==> config.mk <==
export PLATFORM = sky130hd
export DESIGN_NAME = vlg_top
export DESIGN_NICKNAME = d
export VERILOG_FILES = /design/src/inc/vlg_pkg.sv /design/src/vlg_top.sv
export VERILOG_INCLUDE_DIRS = /design/src /design/src/inc
export SDC_FILE = /design/constraint.sdc
export NUM_CORES = 2
export LEC_CHECK = 0
export BUFFER_PORTS_ARGS = -buffer_cell sky130_fd_sc_hd__buf_2
export CORE_ASPECT_RATIO = 1.1
export CORE_MARGIN = 8
export CORE_UTILIZATION = 35
export DETAILED_ROUTE_END_ITERATION = 7
export HOLD_SLACK_MARGIN = 0.06
export PLACE_DENSITY = 0.52
export SYNTH_ARGS = -nofsm -noshare
export SYNTH_HDL_FRONTEND = slang
export SYNTH_SLANG_ARGS = --single-unit
==> constraint.sdc <==
create_clock -name mclk_in -period 38.2 [get_ports mclk_in]
set_clock_uncertainty 0.05 [all_clocks]
set_input_delay 3.82 -clock mclk_in [delete_from_list [all_inputs] [get_ports mclk_in]]
set_output_delay 3.82 -clock mclk_in [all_outputs]
set_load 0.02 [all_outputs]
==> src/inc/vlg_params.svh <==
// Register offsets, field positions and reset values of the line geometry block
`ifndef VLG_PARAMS_SVH
`define VLG_PARAMS_SVH
`define VLG_OFS_IMG_PITCH   32'h0000_0000
`define VLG_OFS_HANC_PITCH  32'h0000_0004
`define VLG_OFS_HSIZE       32'h0000_0008
`define VLG_OFS_VMARKS0     32'h0000_000c
`define VLG_OFS_CTRL        32'h0000_0010
`define VLG_OFS_AREA_START  32'h0000_0014
`define VLG_OFS_STATUS      32'h0000_0018
`define VLG_RST_REG         32'h0000_0000
`define VLG_HSIZE_MASK      32'h1fff_1fff
`define VLG_VMARKS_MASK     32'h0fff_0fff
`define VLG_CTRL_MASK       32'h0000_000f
`define VLG_CTRL_RASTER     0
`define VLG_CTRL_YC_MUX     1
`define VLG_CTRL_FMT_HI     3
`define VLG_CTRL_FMT_LO     2
`define VLG_BLANK_HI        28
`define VLG_BLANK_LO        16
`define VLG_ACT_HI          12
`define VLG_ACT_LO          0
`define VLG_MARK_A_HI       27
`define VLG_MARK_A_LO       16
`define VLG_MARK_B_HI       11
`define VLG_MARK_B_LO       0
`define VLG_STAT_MISMATCH   31
`define VLG_CODE_PREAMBLE   24'hff_00_00
`define VLG_CODE_LEN        16'h0003
`define VLG_CODE_H_BIT      4
`define VLG_RESP_OKAY       2'h0
`define VLG_RESP_SLVERR     2'h2
`endif

==> src/inc/vlg_pkg.sv <==
// Types of the video line geometry block
`default_nettype none
package vlg_pkg;
  typedef enum logic [1:0] {PH_IDLE, PH_BLANK, PH_ACTIVE} vlg_phase_e;
  typedef struct packed {
    logic        awvalid;
    logic [31:0] awaddr;
    logic        wvalid;
    logic [31:0] wdata;
    logic [3:0]  wstrb;
    logic        bready;
    logic        arvalid;
    logic [31:0] araddr;
    logic        rready;
  } vlg_axi_req_s;
  typedef struct packed {
    logic        awready;
    logic        wready;
    logic        bvalid;
    logic [1:0]  bresp;
    logic        arready;
    logic        rvalid;
    logic [31:0] rdata;
    logic [1:0]  rresp;
  } vlg_axi_rsp_s;
  typedef struct packed {
    logic        active;
    logic        blank;
    logic [7:0]  data;
    logic [11:0] line;
    logic        mark_a;
    logic        mark_b;
    logic [31:0] img_addr;
    logic [31:0] vanc_addr;
    logic [31:0] hanc_addr;
  } vlg_geo_s;
  typedef struct packed {
    vlg_axi_rsp_s rsp;
    logic         aw_got;
    logic         w_got;
    logic [31:0]  awaddr;
    logic [31:0]  wdata;
    logic [3:0]   wstrb;
    logic [31:0]  img_pitch;
    logic [31:0]  hanc_pitch;
    logic [31:0]  hsize;
    logic [31:0]  vmarks;
    logic [31:0]  ctrl;
    logic [31:0]  area_start;
    logic         mismatch;
    vlg_phase_e   phase;
    logic [15:0]  pos;
    logic [23:0]  hist;
    logic         line_seen;
    logic [11:0]  line;
    logic [31:0]  img_off;
    logic [31:0]  vanc_off;
    logic [31:0]  hanc_off;
    vlg_geo_s     geo;
  } vlg_state_s;
endpackage : vlg_pkg
`default_nettype wire

==> src/vlg_top.sv <==
// Video capture line geometry: register slave, line timing and line addresses
`default_nettype none
`include "vlg_params.svh"
// Summary of operation
// - Image pitch register holds 32-bit line offset
// - Pitches apply only in raster storage
// - Multiplexed luma/chroma: ancillary offset doubles pitch
// - Separate luma/chroma: ancillary offset equals pitch
// - Raw capture uses channel zero image pitch
// - Horizontal ancillary pitch register, 32-bit offset
// - Widths exclude the four-byte timing codes
// - Y/C blank width: end code to start code
// - Y/C active width: start code to end code
// - Raw mode blank width is blanking length
// - Raw mode active width is picture size
// - Raw mode delimits areas from counts only
// - Line marks take effect immediately when written
// - Line counter starts at one
// - Mark register: two 12-bit positions, rest zero
module vlg_top #(
  parameter int unsigned CHANNEL = 0
) (
  input  wire logic                  mclk_in,
  input  wire logic                  rst_in,
  input  wire vlg_pkg::vlg_axi_req_s axi_req_in,
  output var  vlg_pkg::vlg_axi_rsp_s axi_rsp_out,
  input  wire logic                  pix_vld_in,
  input  wire logic [7:0]            pix_data_in,
  input  wire logic                  line_start_in,
  input  wire logic                  frame_start_in,
  input  wire logic [31:0]           ch0_pitch_in,
  output var  vlg_pkg::vlg_geo_s     geo_out
);

  vlg_pkg::vlg_state_s s;
  vlg_pkg::vlg_state_s next_s;
  logic                wr_en;
  logic                adv;
  logic                yc;
  logic                raw;
  logic                raster;
  logic [15:0]         bw;
  logic [15:0]         aw;
  logic [31:0]         pitch_img;
  logic [31:0]         img_step;
  logic [31:0]         vanc_step;
  logic [31:0]         hanc_step;
  logic [32:0]         rd;
  logic [32:0]         wr_hit;

  function automatic logic [31:0] merge(input logic [31:0] old, input logic [31:0] wd,
                                        input logic [3:0] strb);
    logic [31:0] r;
    r = old;
    for (int i = 0; i < 4; i++)
    begin
      if (strb[i])
      begin
        r[i*8 +: 8] = wd[i*8 +: 8];
      end
    end
    return r;
  endfunction : merge

  // Bit 32 flags a mapped address
  function automatic logic [32:0] rd_word(input vlg_pkg::vlg_state_s st,
                                          input logic [31:0] addr);
    logic [32:0] r;
    r = {1'b1, 32'h0000_0000};
    case (addr)
      `VLG_OFS_IMG_PITCH:  r[31:0] = st.img_pitch;
      `VLG_OFS_HANC_PITCH: r[31:0] = st.hanc_pitch;
      `VLG_OFS_HSIZE:      r[31:0] = st.hsize;
      `VLG_OFS_VMARKS0:    r[31:0] = st.vmarks;
      `VLG_OFS_CTRL:       r[31:0] = st.ctrl;
      `VLG_OFS_AREA_START: r[31:0] = st.area_start;
      `VLG_OFS_STATUS:
      begin
        r[31:0] = {st.mismatch, 14'h0000, st.phase == vlg_pkg::PH_ACTIVE, 4'h0, st.line};
      end
      default:             r = {1'b0, 32'h0000_0000};
    endcase
    return r;
  endfunction : rd_word

  always_comb
  begin
    next_s = s;
    wr_en  = 1'b0;
    adv    = 1'b0;
    yc     = s.ctrl[`VLG_CTRL_FMT_HI:`VLG_CTRL_FMT_LO] == 2'h0;
    raw    = s.ctrl[`VLG_CTRL_FMT_HI];
    raster = s.ctrl[`VLG_CTRL_RASTER];
    bw     = {3'h0, s.hsize[`VLG_BLANK_HI:`VLG_BLANK_LO]};
    aw     = {3'h0, s.hsize[`VLG_ACT_HI:`VLG_ACT_LO]};
    rd     = rd_word(s, axi_req_in.araddr);
    wr_hit = rd_word(s, s.awaddr);
    // Other channels borrow the channel zero pitch for raw data
    pitch_img = (raw && CHANNEL != 0) ? ch0_pitch_in : s.img_pitch;
    img_step  = raster ? pitch_img : 32'h0000_0000;
    vanc_step = 32'h0000_0000;
    if (raster)
    begin
      vanc_step = s.ctrl[`VLG_CTRL_YC_MUX] ? {s.img_pitch[30:0], 1'b0}
                                           : s.img_pitch;
    end
    hanc_step = raster ? s.hanc_pitch : 32'h0000_0000;

    // Write address and data, taken in either order
    if (axi_req_in.awvalid && s.rsp.awready)
    begin
      next_s.aw_got      = 1'b1;
      next_s.awaddr      = axi_req_in.awaddr;
      next_s.rsp.awready = 1'b0;
    end
    if (axi_req_in.wvalid && s.rsp.wready)
    begin
      next_s.w_got      = 1'b1;
      next_s.wdata      = axi_req_in.wdata;
      next_s.wstrb      = axi_req_in.wstrb;
      next_s.rsp.wready = 1'b0;
    end
    if (s.aw_got && s.w_got && !s.rsp.bvalid)
    begin
      wr_en             = 1'b1;
      next_s.aw_got     = 1'b0;
      next_s.w_got      = 1'b0;
      next_s.rsp.bvalid = 1'b1;
      next_s.rsp.bresp  = wr_hit[32] ? `VLG_RESP_OKAY : `VLG_RESP_SLVERR;
      case (s.awaddr)
        `VLG_OFS_IMG_PITCH:  next_s.img_pitch = merge(s.img_pitch, s.wdata, s.wstrb);
        `VLG_OFS_HANC_PITCH: next_s.hanc_pitch = merge(s.hanc_pitch, s.wdata, s.wstrb);
        `VLG_OFS_HSIZE:
        begin
          next_s.hsize = merge(s.hsize, s.wdata, s.wstrb) & `VLG_HSIZE_MASK;
        end
        `VLG_OFS_VMARKS0:
        begin
          next_s.vmarks = merge(s.vmarks, s.wdata, s.wstrb) & `VLG_VMARKS_MASK;
        end
        `VLG_OFS_CTRL:
        begin
          next_s.ctrl = merge(s.ctrl, s.wdata, s.wstrb) & `VLG_CTRL_MASK;
        end
        `VLG_OFS_AREA_START: next_s.area_start = merge(s.area_start, s.wdata, s.wstrb);
        `VLG_OFS_STATUS:
        begin
          if (s.wstrb[3] && s.wdata[`VLG_STAT_MISMATCH])
          begin
            next_s.mismatch = 1'b0;
          end
        end
        default: ;
      endcase
    end
    if (s.rsp.bvalid && axi_req_in.bready)
    begin
      next_s.rsp.bvalid  = 1'b0;
      next_s.rsp.awready = 1'b1;
      next_s.rsp.wready  = 1'b1;
    end

    // Reads answer one cycle after the address is taken
    if (axi_req_in.arvalid && s.rsp.arready)
    begin
      next_s.rsp.arready = 1'b0;
      next_s.rsp.rvalid  = 1'b1;
      next_s.rsp.rdata   = rd[31:0];
      next_s.rsp.rresp   = rd[32] ? `VLG_RESP_OKAY : `VLG_RESP_SLVERR;
    end
    if (s.rsp.rvalid && axi_req_in.rready)
    begin
      next_s.rsp.rvalid  = 1'b0;
      next_s.rsp.arready = 1'b1;
    end

    // Pixel side; status sets below override a software clear
    next_s.geo.active = 1'b0;
    next_s.geo.blank  = 1'b0;
    next_s.geo.data   = pix_data_in;
    if (frame_start_in)
    begin
      next_s.line      = 12'h001;
      next_s.line_seen = 1'b0;
      next_s.img_off   = 32'h0000_0000;
      next_s.vanc_off  = 32'h0000_0000;
      next_s.hanc_off  = 32'h0000_0000;
      next_s.phase     = vlg_pkg::PH_IDLE;
      next_s.pos       = 16'h0000;
    end
    else if (raw && line_start_in)
    begin
      adv              = s.line_seen;
      next_s.line_seen = 1'b1;
      next_s.pos       = 16'h0000;
      next_s.phase     = vlg_pkg::PH_BLANK;
    end
    else if (pix_vld_in && (yc || raw))
    begin
      next_s.hist = {s.hist[15:0], pix_data_in};
      if (yc && s.hist == `VLG_CODE_PREAMBLE)
      begin
        // Count restarts after the code so widths exclude it
        next_s.pos = 16'h0000;
        if (pix_data_in[`VLG_CODE_H_BIT])
        begin
          if (s.phase == vlg_pkg::PH_ACTIVE && s.pos != aw + `VLG_CODE_LEN)
          begin
            next_s.mismatch = 1'b1;
          end
          adv              = s.line_seen;
          next_s.line_seen = 1'b1;
          next_s.phase     = vlg_pkg::PH_BLANK;
        end
        else
        begin
          if (s.phase == vlg_pkg::PH_BLANK && s.pos != bw + `VLG_CODE_LEN)
          begin
            next_s.mismatch = 1'b1;
          end
          next_s.phase = vlg_pkg::PH_ACTIVE;
        end
      end
      else if (s.phase != vlg_pkg::PH_IDLE)
      begin
        next_s.pos = s.pos + 16'h0001;
        if (raw)
        begin
          next_s.geo.blank  = s.pos < bw;
          next_s.geo.active = s.pos >= bw && s.pos < bw + aw;
          next_s.phase      = (s.pos + 16'h0001 < bw) ? vlg_pkg::PH_BLANK
                                                      : vlg_pkg::PH_ACTIVE;
        end
        else if (s.phase == vlg_pkg::PH_BLANK)
        begin
          next_s.geo.blank = 1'b1;
        end
        else
        begin
          next_s.geo.active = s.pos < aw;
        end
      end
    end
    if (adv)
    begin
      next_s.line     = s.line + 12'h001;
      next_s.img_off  = s.img_off + img_step;
      next_s.vanc_off = s.vanc_off + vanc_step;
      next_s.hanc_off = s.hanc_off + hanc_step;
    end

    // Marks compare against the live register, no shadow copy
    next_s.geo.mark_a    = s.line == s.vmarks[`VLG_MARK_A_HI:`VLG_MARK_A_LO];
    next_s.geo.mark_b    = s.line == s.vmarks[`VLG_MARK_B_HI:`VLG_MARK_B_LO];
    next_s.geo.line      = s.line;
    next_s.geo.img_addr  = s.area_start + s.img_off;
    next_s.geo.vanc_addr = s.area_start + s.vanc_off;
    next_s.geo.hanc_addr = s.area_start + s.hanc_off;
  end

  always_ff @(posedge mclk_in or posedge rst_in)
  begin
    if (rst_in)
    begin
      s             <= '0;
      s.img_pitch   <= `VLG_RST_REG;
      s.hanc_pitch  <= `VLG_RST_REG;
      s.hsize       <= `VLG_RST_REG;
      s.vmarks      <= `VLG_RST_REG;
      s.ctrl        <= `VLG_RST_REG;
      s.area_start  <= `VLG_RST_REG;
      s.line        <= 12'h001;
      s.rsp.awready <= 1'b1;
      s.rsp.wready  <= 1'b1;
      s.rsp.arready <= 1'b1;
    end
    else
    begin
      s <= next_s;
    end
  end

  assign axi_rsp_out = s.rsp;
  assign geo_out     = s.geo;
endmodule : vlg_top
`default_nettype wire

Word-level counts from Yosys, hierarchy flattened
Cells that the tools add are included.
{"block": "op_classes", "n_bitwise": 2, "addsub": 11, "order_cmp": 5, "mux": 53, "eq_ne": 19, "n_reduce_logical": 59}
{"op": "$pmux W32 S7", "count": 1}
{"op": "$mux W108", "count": 2}
{"op": "$add A32 B32 Y32", "count": 6}
{"op": "$eq A32 B5 Y1 const B", "count": 6}
{"op": "$eq A32 B4 Y1 const B", "count": 4}
{"op": "$mux W32", "count": 4}
{"op": "$mux W18", "count": 4}
{"op": "$reduce_and A3 Y1", "count": 24}
{"op": "$eq A32 B3 Y1 const B", "count": 2}
{"op": "$logic_not A32 Y1", "count": 2}
{"op": "$lt A16 B13 Y1", "count": 3}
{"op": "$mux W44", "count": 1}
{"op": "$mux W36", "count": 1}
{"op": "$ne A16 B14 Y1", "count": 2}
{"op": "$add A13 B2 Y14 const B", "count": 2}
{"op": "$mux W1", "count": 25}
{"op": "$eq A12 B12 Y1", "count": 2}
{"op": "$eq A24 B24 Y1 const B", "count": 1}
{"op": "$mux W2", "count": 12}
{"op": "$add A16 B1 Y16 const B", "count": 1}
{"op": "$ge A16 B13 Y1", "count": 1}
{"op": "$lt A16 B14 Y1", "count": 1}
{"op": "$reduce_bool A2 Y1", "count": 8}
{"op": "$add A13 B13 Y14", "count": 1}
{"op": "other kinds (13)", "count": 33}
{"block": "totals", "output_inout_bits": 161, "reg_bits": 533, "in_bits": 150}

Longest topological paths before layout
{"block": "depth", "depth_word": 10, "depth_mapped": 19, "ltp_nobuf": 19}

Least setup slack after synthesis
No wires, ideal clock.
{"block": "synth_path", "path_type": "input port to flip-flop", "startpoint": "input axi_req_in[14] (netlist bit)", "endpoint": "register s (netlist bit axi_rsp_out[19])", "slack_ns": 32.362, "required_ns": 38.086, "n_path_buf": 3, "setup_time_ns": 0.064, "path_stages": 10, "arrival_ns": 5.724, "cell_sequence": "nor4_1 > nand4_1 > or3_1 > clkbuf_1 > nor3_1 > buf_2 > buf_2 > a222oi_1 > a21oi_1 > a21o_1"}
{"block": "synth_between", "elab_chain_cells": 2, "word_cells_on_any_way": 8, "cone_classes": "eq/ne: 6; mux: 1; reduce/logical: 1"}
{"element": "start, declared", "line_no": "vlg_top.sv:25", "rtl": "input wire vlg_pkg::vlg_axi_req_s axi_req_in,"}
{"element": "$eq A32 B5 Y1 (tied with other cells)", "line_no": "vlg_top.sv:70", "rtl": "case (addr)"}
{"element": "$pmux W32 S7 (*)", "line_no": "vlg_top.sv:70"}
{"element": "end signal, assigned", "line_no": "vlg_top.sv:279", "rtl": "s <= next_s;"}
{"element": "end, declared", "line_no": "vlg_top.sv:35", "rtl": "vlg_pkg::vlg_state_s s;"}
Every way passes the cells marked *; elsewhere a longest branch is shown, timed or not.
A chain may end at the register's enable or synchronous reset.

==> key figures <==
Logic synthesis
  • Syn Area/Cell: slightly below 10 um^2
  • Register area share after synthesis: slightly below 40%
  • Yosys warning count: 0
  • Top_reg_cell synth: dfrtp_1
  • Async SR Flop Fraction: 100%
  • Cells after Synth: 3494
  • FF+latch count, synth: ~530
  • Mapped cell area: approximately 0.034 mm^2
  • Post-synth cell types: 99
  • EDFF count, synth: 0

Clock tree
  • Root buffer cell: clkbuf_16
  • CTS tree: built
  • Sink Count: 531
  • Post_cts resized: 0
  • Clk pin slew, worst setup/hold paths: ~60 ps
  • Clk buf depth: 3
  • Num CTS Buffers: 66
  • Setup Fix Bufs, Post-CTS: 0
  • Worst skew pair latency: 630 ps
  • Hold buffer count at cts: 0
  • CTS H-tree lvls: 3

Critical path
  • CP peak stage delay: roughly 850 ps
  • CP required: roughly 39000 ps
  • Top delay family on crit path: simple AND/OR/NAND/NOR gates
  • Crit path DAT: 6720 ps
  • CP max stage cell: or3_1
  • Buf/Inv on CP: 1
  • Kind of critical path: in -> reg
  • Startpoint Class: input pin
  • CP cell instances: buf_2, a21boi_1, nand2_1, or3_1, nor4_1, nand3_1, a211o_1, o21ai_0
  • CP endpoint kind: flop
  • Critical path fanouts, max: 28

Outcome
  • Status: finished, final reports clean

Die
  • Rows: 120
  • Die Ht: 343 um
  • Die Area: between 0.1 and 0.15 mm^2
  • Initial cell density of the core: 35.1%
  • Chip width: between 300 and 400 um
  • Ports: between 300 and 400
  • Core area: 0.0968 mm^2

Place
  • Routability cong.: roughly 0.88
  • PortBufs: approximately 280
  • DP Cell Count: 4791
  • Hpwl dp: approximately 80000 um

Timing
  • Slew Limit Fails: 0
  • Final Setup Violations: 0
  • Minimum clock period: around 6300 ps
  • Rel. slew slack: between 20 and 25%
  • Setup TNS: 0 ps
  • Final hold vios: 0
  • RSZ-0062 raised after global routing: false
  • Fmax: about 160 MHz
  • Measured slew at the worst slew-check pin: between 1000 and 1500 ps
  • Final period utilization: approximately 16%

Final layout
  • Layout net count: around 4000
  • Synth-to-layout area growth: 11.0%
  • Layout cells sized above 1: roughly a fifth
  • Commonest non-fill, non-tap cell in the layout: dfrtp_1
  • Most frequent cells in the layout: dfrtp_1 (525), nand2_1 (328), a21oi_1 (294)
  • Cell Count, Final, Fillers Out: between 4000 and 5000

Power and ir drop
  • PD cells: approximately 38 mW/mm^2
  • VDD IR-drop max: between 0.00003 and 0.00004 V
  • Final Power: 1.42 mW
  • LEAKAGE: approximately 18 nW

Routing
  • Antenna viol nets, final: 0
  • Drt via density: 5.31
  • Vias: 26100
  • Post-Route WL: between 100000 and 150000 um
  • Initial DRC Count: ~1700
  • DR pass1 iterations: 7
  • Drt wl/cell: about 21 um
  • DR DRC count: 0

Hold path
  • Hold Crit Class: reg -> reg

Global route
  • Initial antenna violation count: 2
  • Global-route wire length before repair: 159000 um
  • GRT overflow: 0
  • Largest net degree at the start of global routing: 140
  • GRT Overall Usage: about a fifth
  • Vias in the first global route: about 26000

Run
  • Max-cap viol count: 0
registers in the layout, summed over array words and instances, names as in the netlist:
signal and flops:
pitch_img 32, raster 1, axi_rsp_out 39, aw 13
next_s 12, geo_out 120, raw 1, bw 13
s 300
stage by stage:
| stage | hold WS (ps) | worst slack, ps | instance area, um^2 | util [%] |
|---|---|---|---|---|
| global route | 450 | 31600 | 37700 | 38.9 |
| detailed placement | 411 | 31290 | 35500 | 36.7 |
| global placement | 406 | 31250 | 35500 | 36.7 |
| CTS | 424 | 31950 | 37700 | 38.9 |
| finish | 418 | 31910 | 37700 | 38.9 |
| floorplan | 302 | 19500 | 34000 | - |
area by class of cell:
type,instances,area (um^2)
repair buffers,298,1570
multi-input cells,2585,18700
clock inverters,28,338
flip-flops and latches,531,13300
clock buffers,89,1860
inverters,96,368
well taps,1281,1600
diodes,2,5.00
fillers,9662,59100
layer usage:
layer  up-vias  global-route usage (%)  share of wire (%)
met5         -                       0                  0
met4         0                    6.64                3.5
met3       164                    3.22                4.9
met2       577                    31.5                 47
met1     12700                    24.7                 45
li1      12600                       -                  -
path summary, 6_finish.rpt:
path | depth (start not counted) | startpoint | end | slack [ps]
worst max-delay path | 8 | pix_vld_in | geo_out[119] | 31910
worst min-delay path | 1 | axi_rsp_out[29] | axi_rsp_out[29] | 420
worst max register to register | 14 | raster | s[176] | 33740
worst min register to register | 1 | axi_rsp_out[29] | axi_rsp_out[29] | 420
max in group asynchronous | 5 | rst_in | geo_out[31] | 32100
min in group asynchronous | 2 | rst_in | s[524] | 3270
where the power goes:
group          total (mW)  switching [mW]  internal, mW
clock               0.639           0.261         0.379
sequential          0.681          0.0715         0.610
combinational       0.100          0.0490        0.0510
cells by family (layout without fill, tap and decap cells):
family / after synthesis / after routing / synth area share [%]
AOI/OAI and AO/OA: 884 / 884 / 16.9
xor gates and xnor gates: 228 / 228 / 5.88
adders and majority gates: 262 / 262 / 9.80
buffers and inverters: 379 / 511 / 6.02
DFF: 531 / 531 / 39.1
muxes: 257 / 257 / 8.40
other: 1 / 4 / 0.0110
and+or+nand+nor: 952 / 952 / 13.9
synth_stat cells, types with 21 or more instances:
cell type / count / area (um^2)
inv_1: 94 / 353
o21a_1: 33 / 248
o21bai_1: 35 / 263
a22oi_1: 21 / 158
a211oi_1: 22 / 165
and2_1: 71 / 444
nand4_1: 40 / 250
mux2i_1: 39 / 390
a22o_1: 21 / 184
xnor2_1: 173 / 1520
o21ai_0: 171 / 856
nor2b_1: 60 / 375
clkbuf_1: 98 / 368
dfrtp_1: 527 / 13200
a21o_1: 104 / 781
xor2_1: 55 / 482
ha_1: 255 / 3190
nand2b_1: 28 / 175
nand3_1: 70 / 350
a21oi_1: 294 / 1470
mux2_2: 217 / 2440
buf_4: 161 / 1210
nand2_1: 329 / 1230
a31oi_1: 22 / 138
nor4_1: 30 / 188
and3_1: 29 / 181
nor3_1: 43 / 215
nor2_1: 181 / 679
Power figures use the tool's default switching activity.
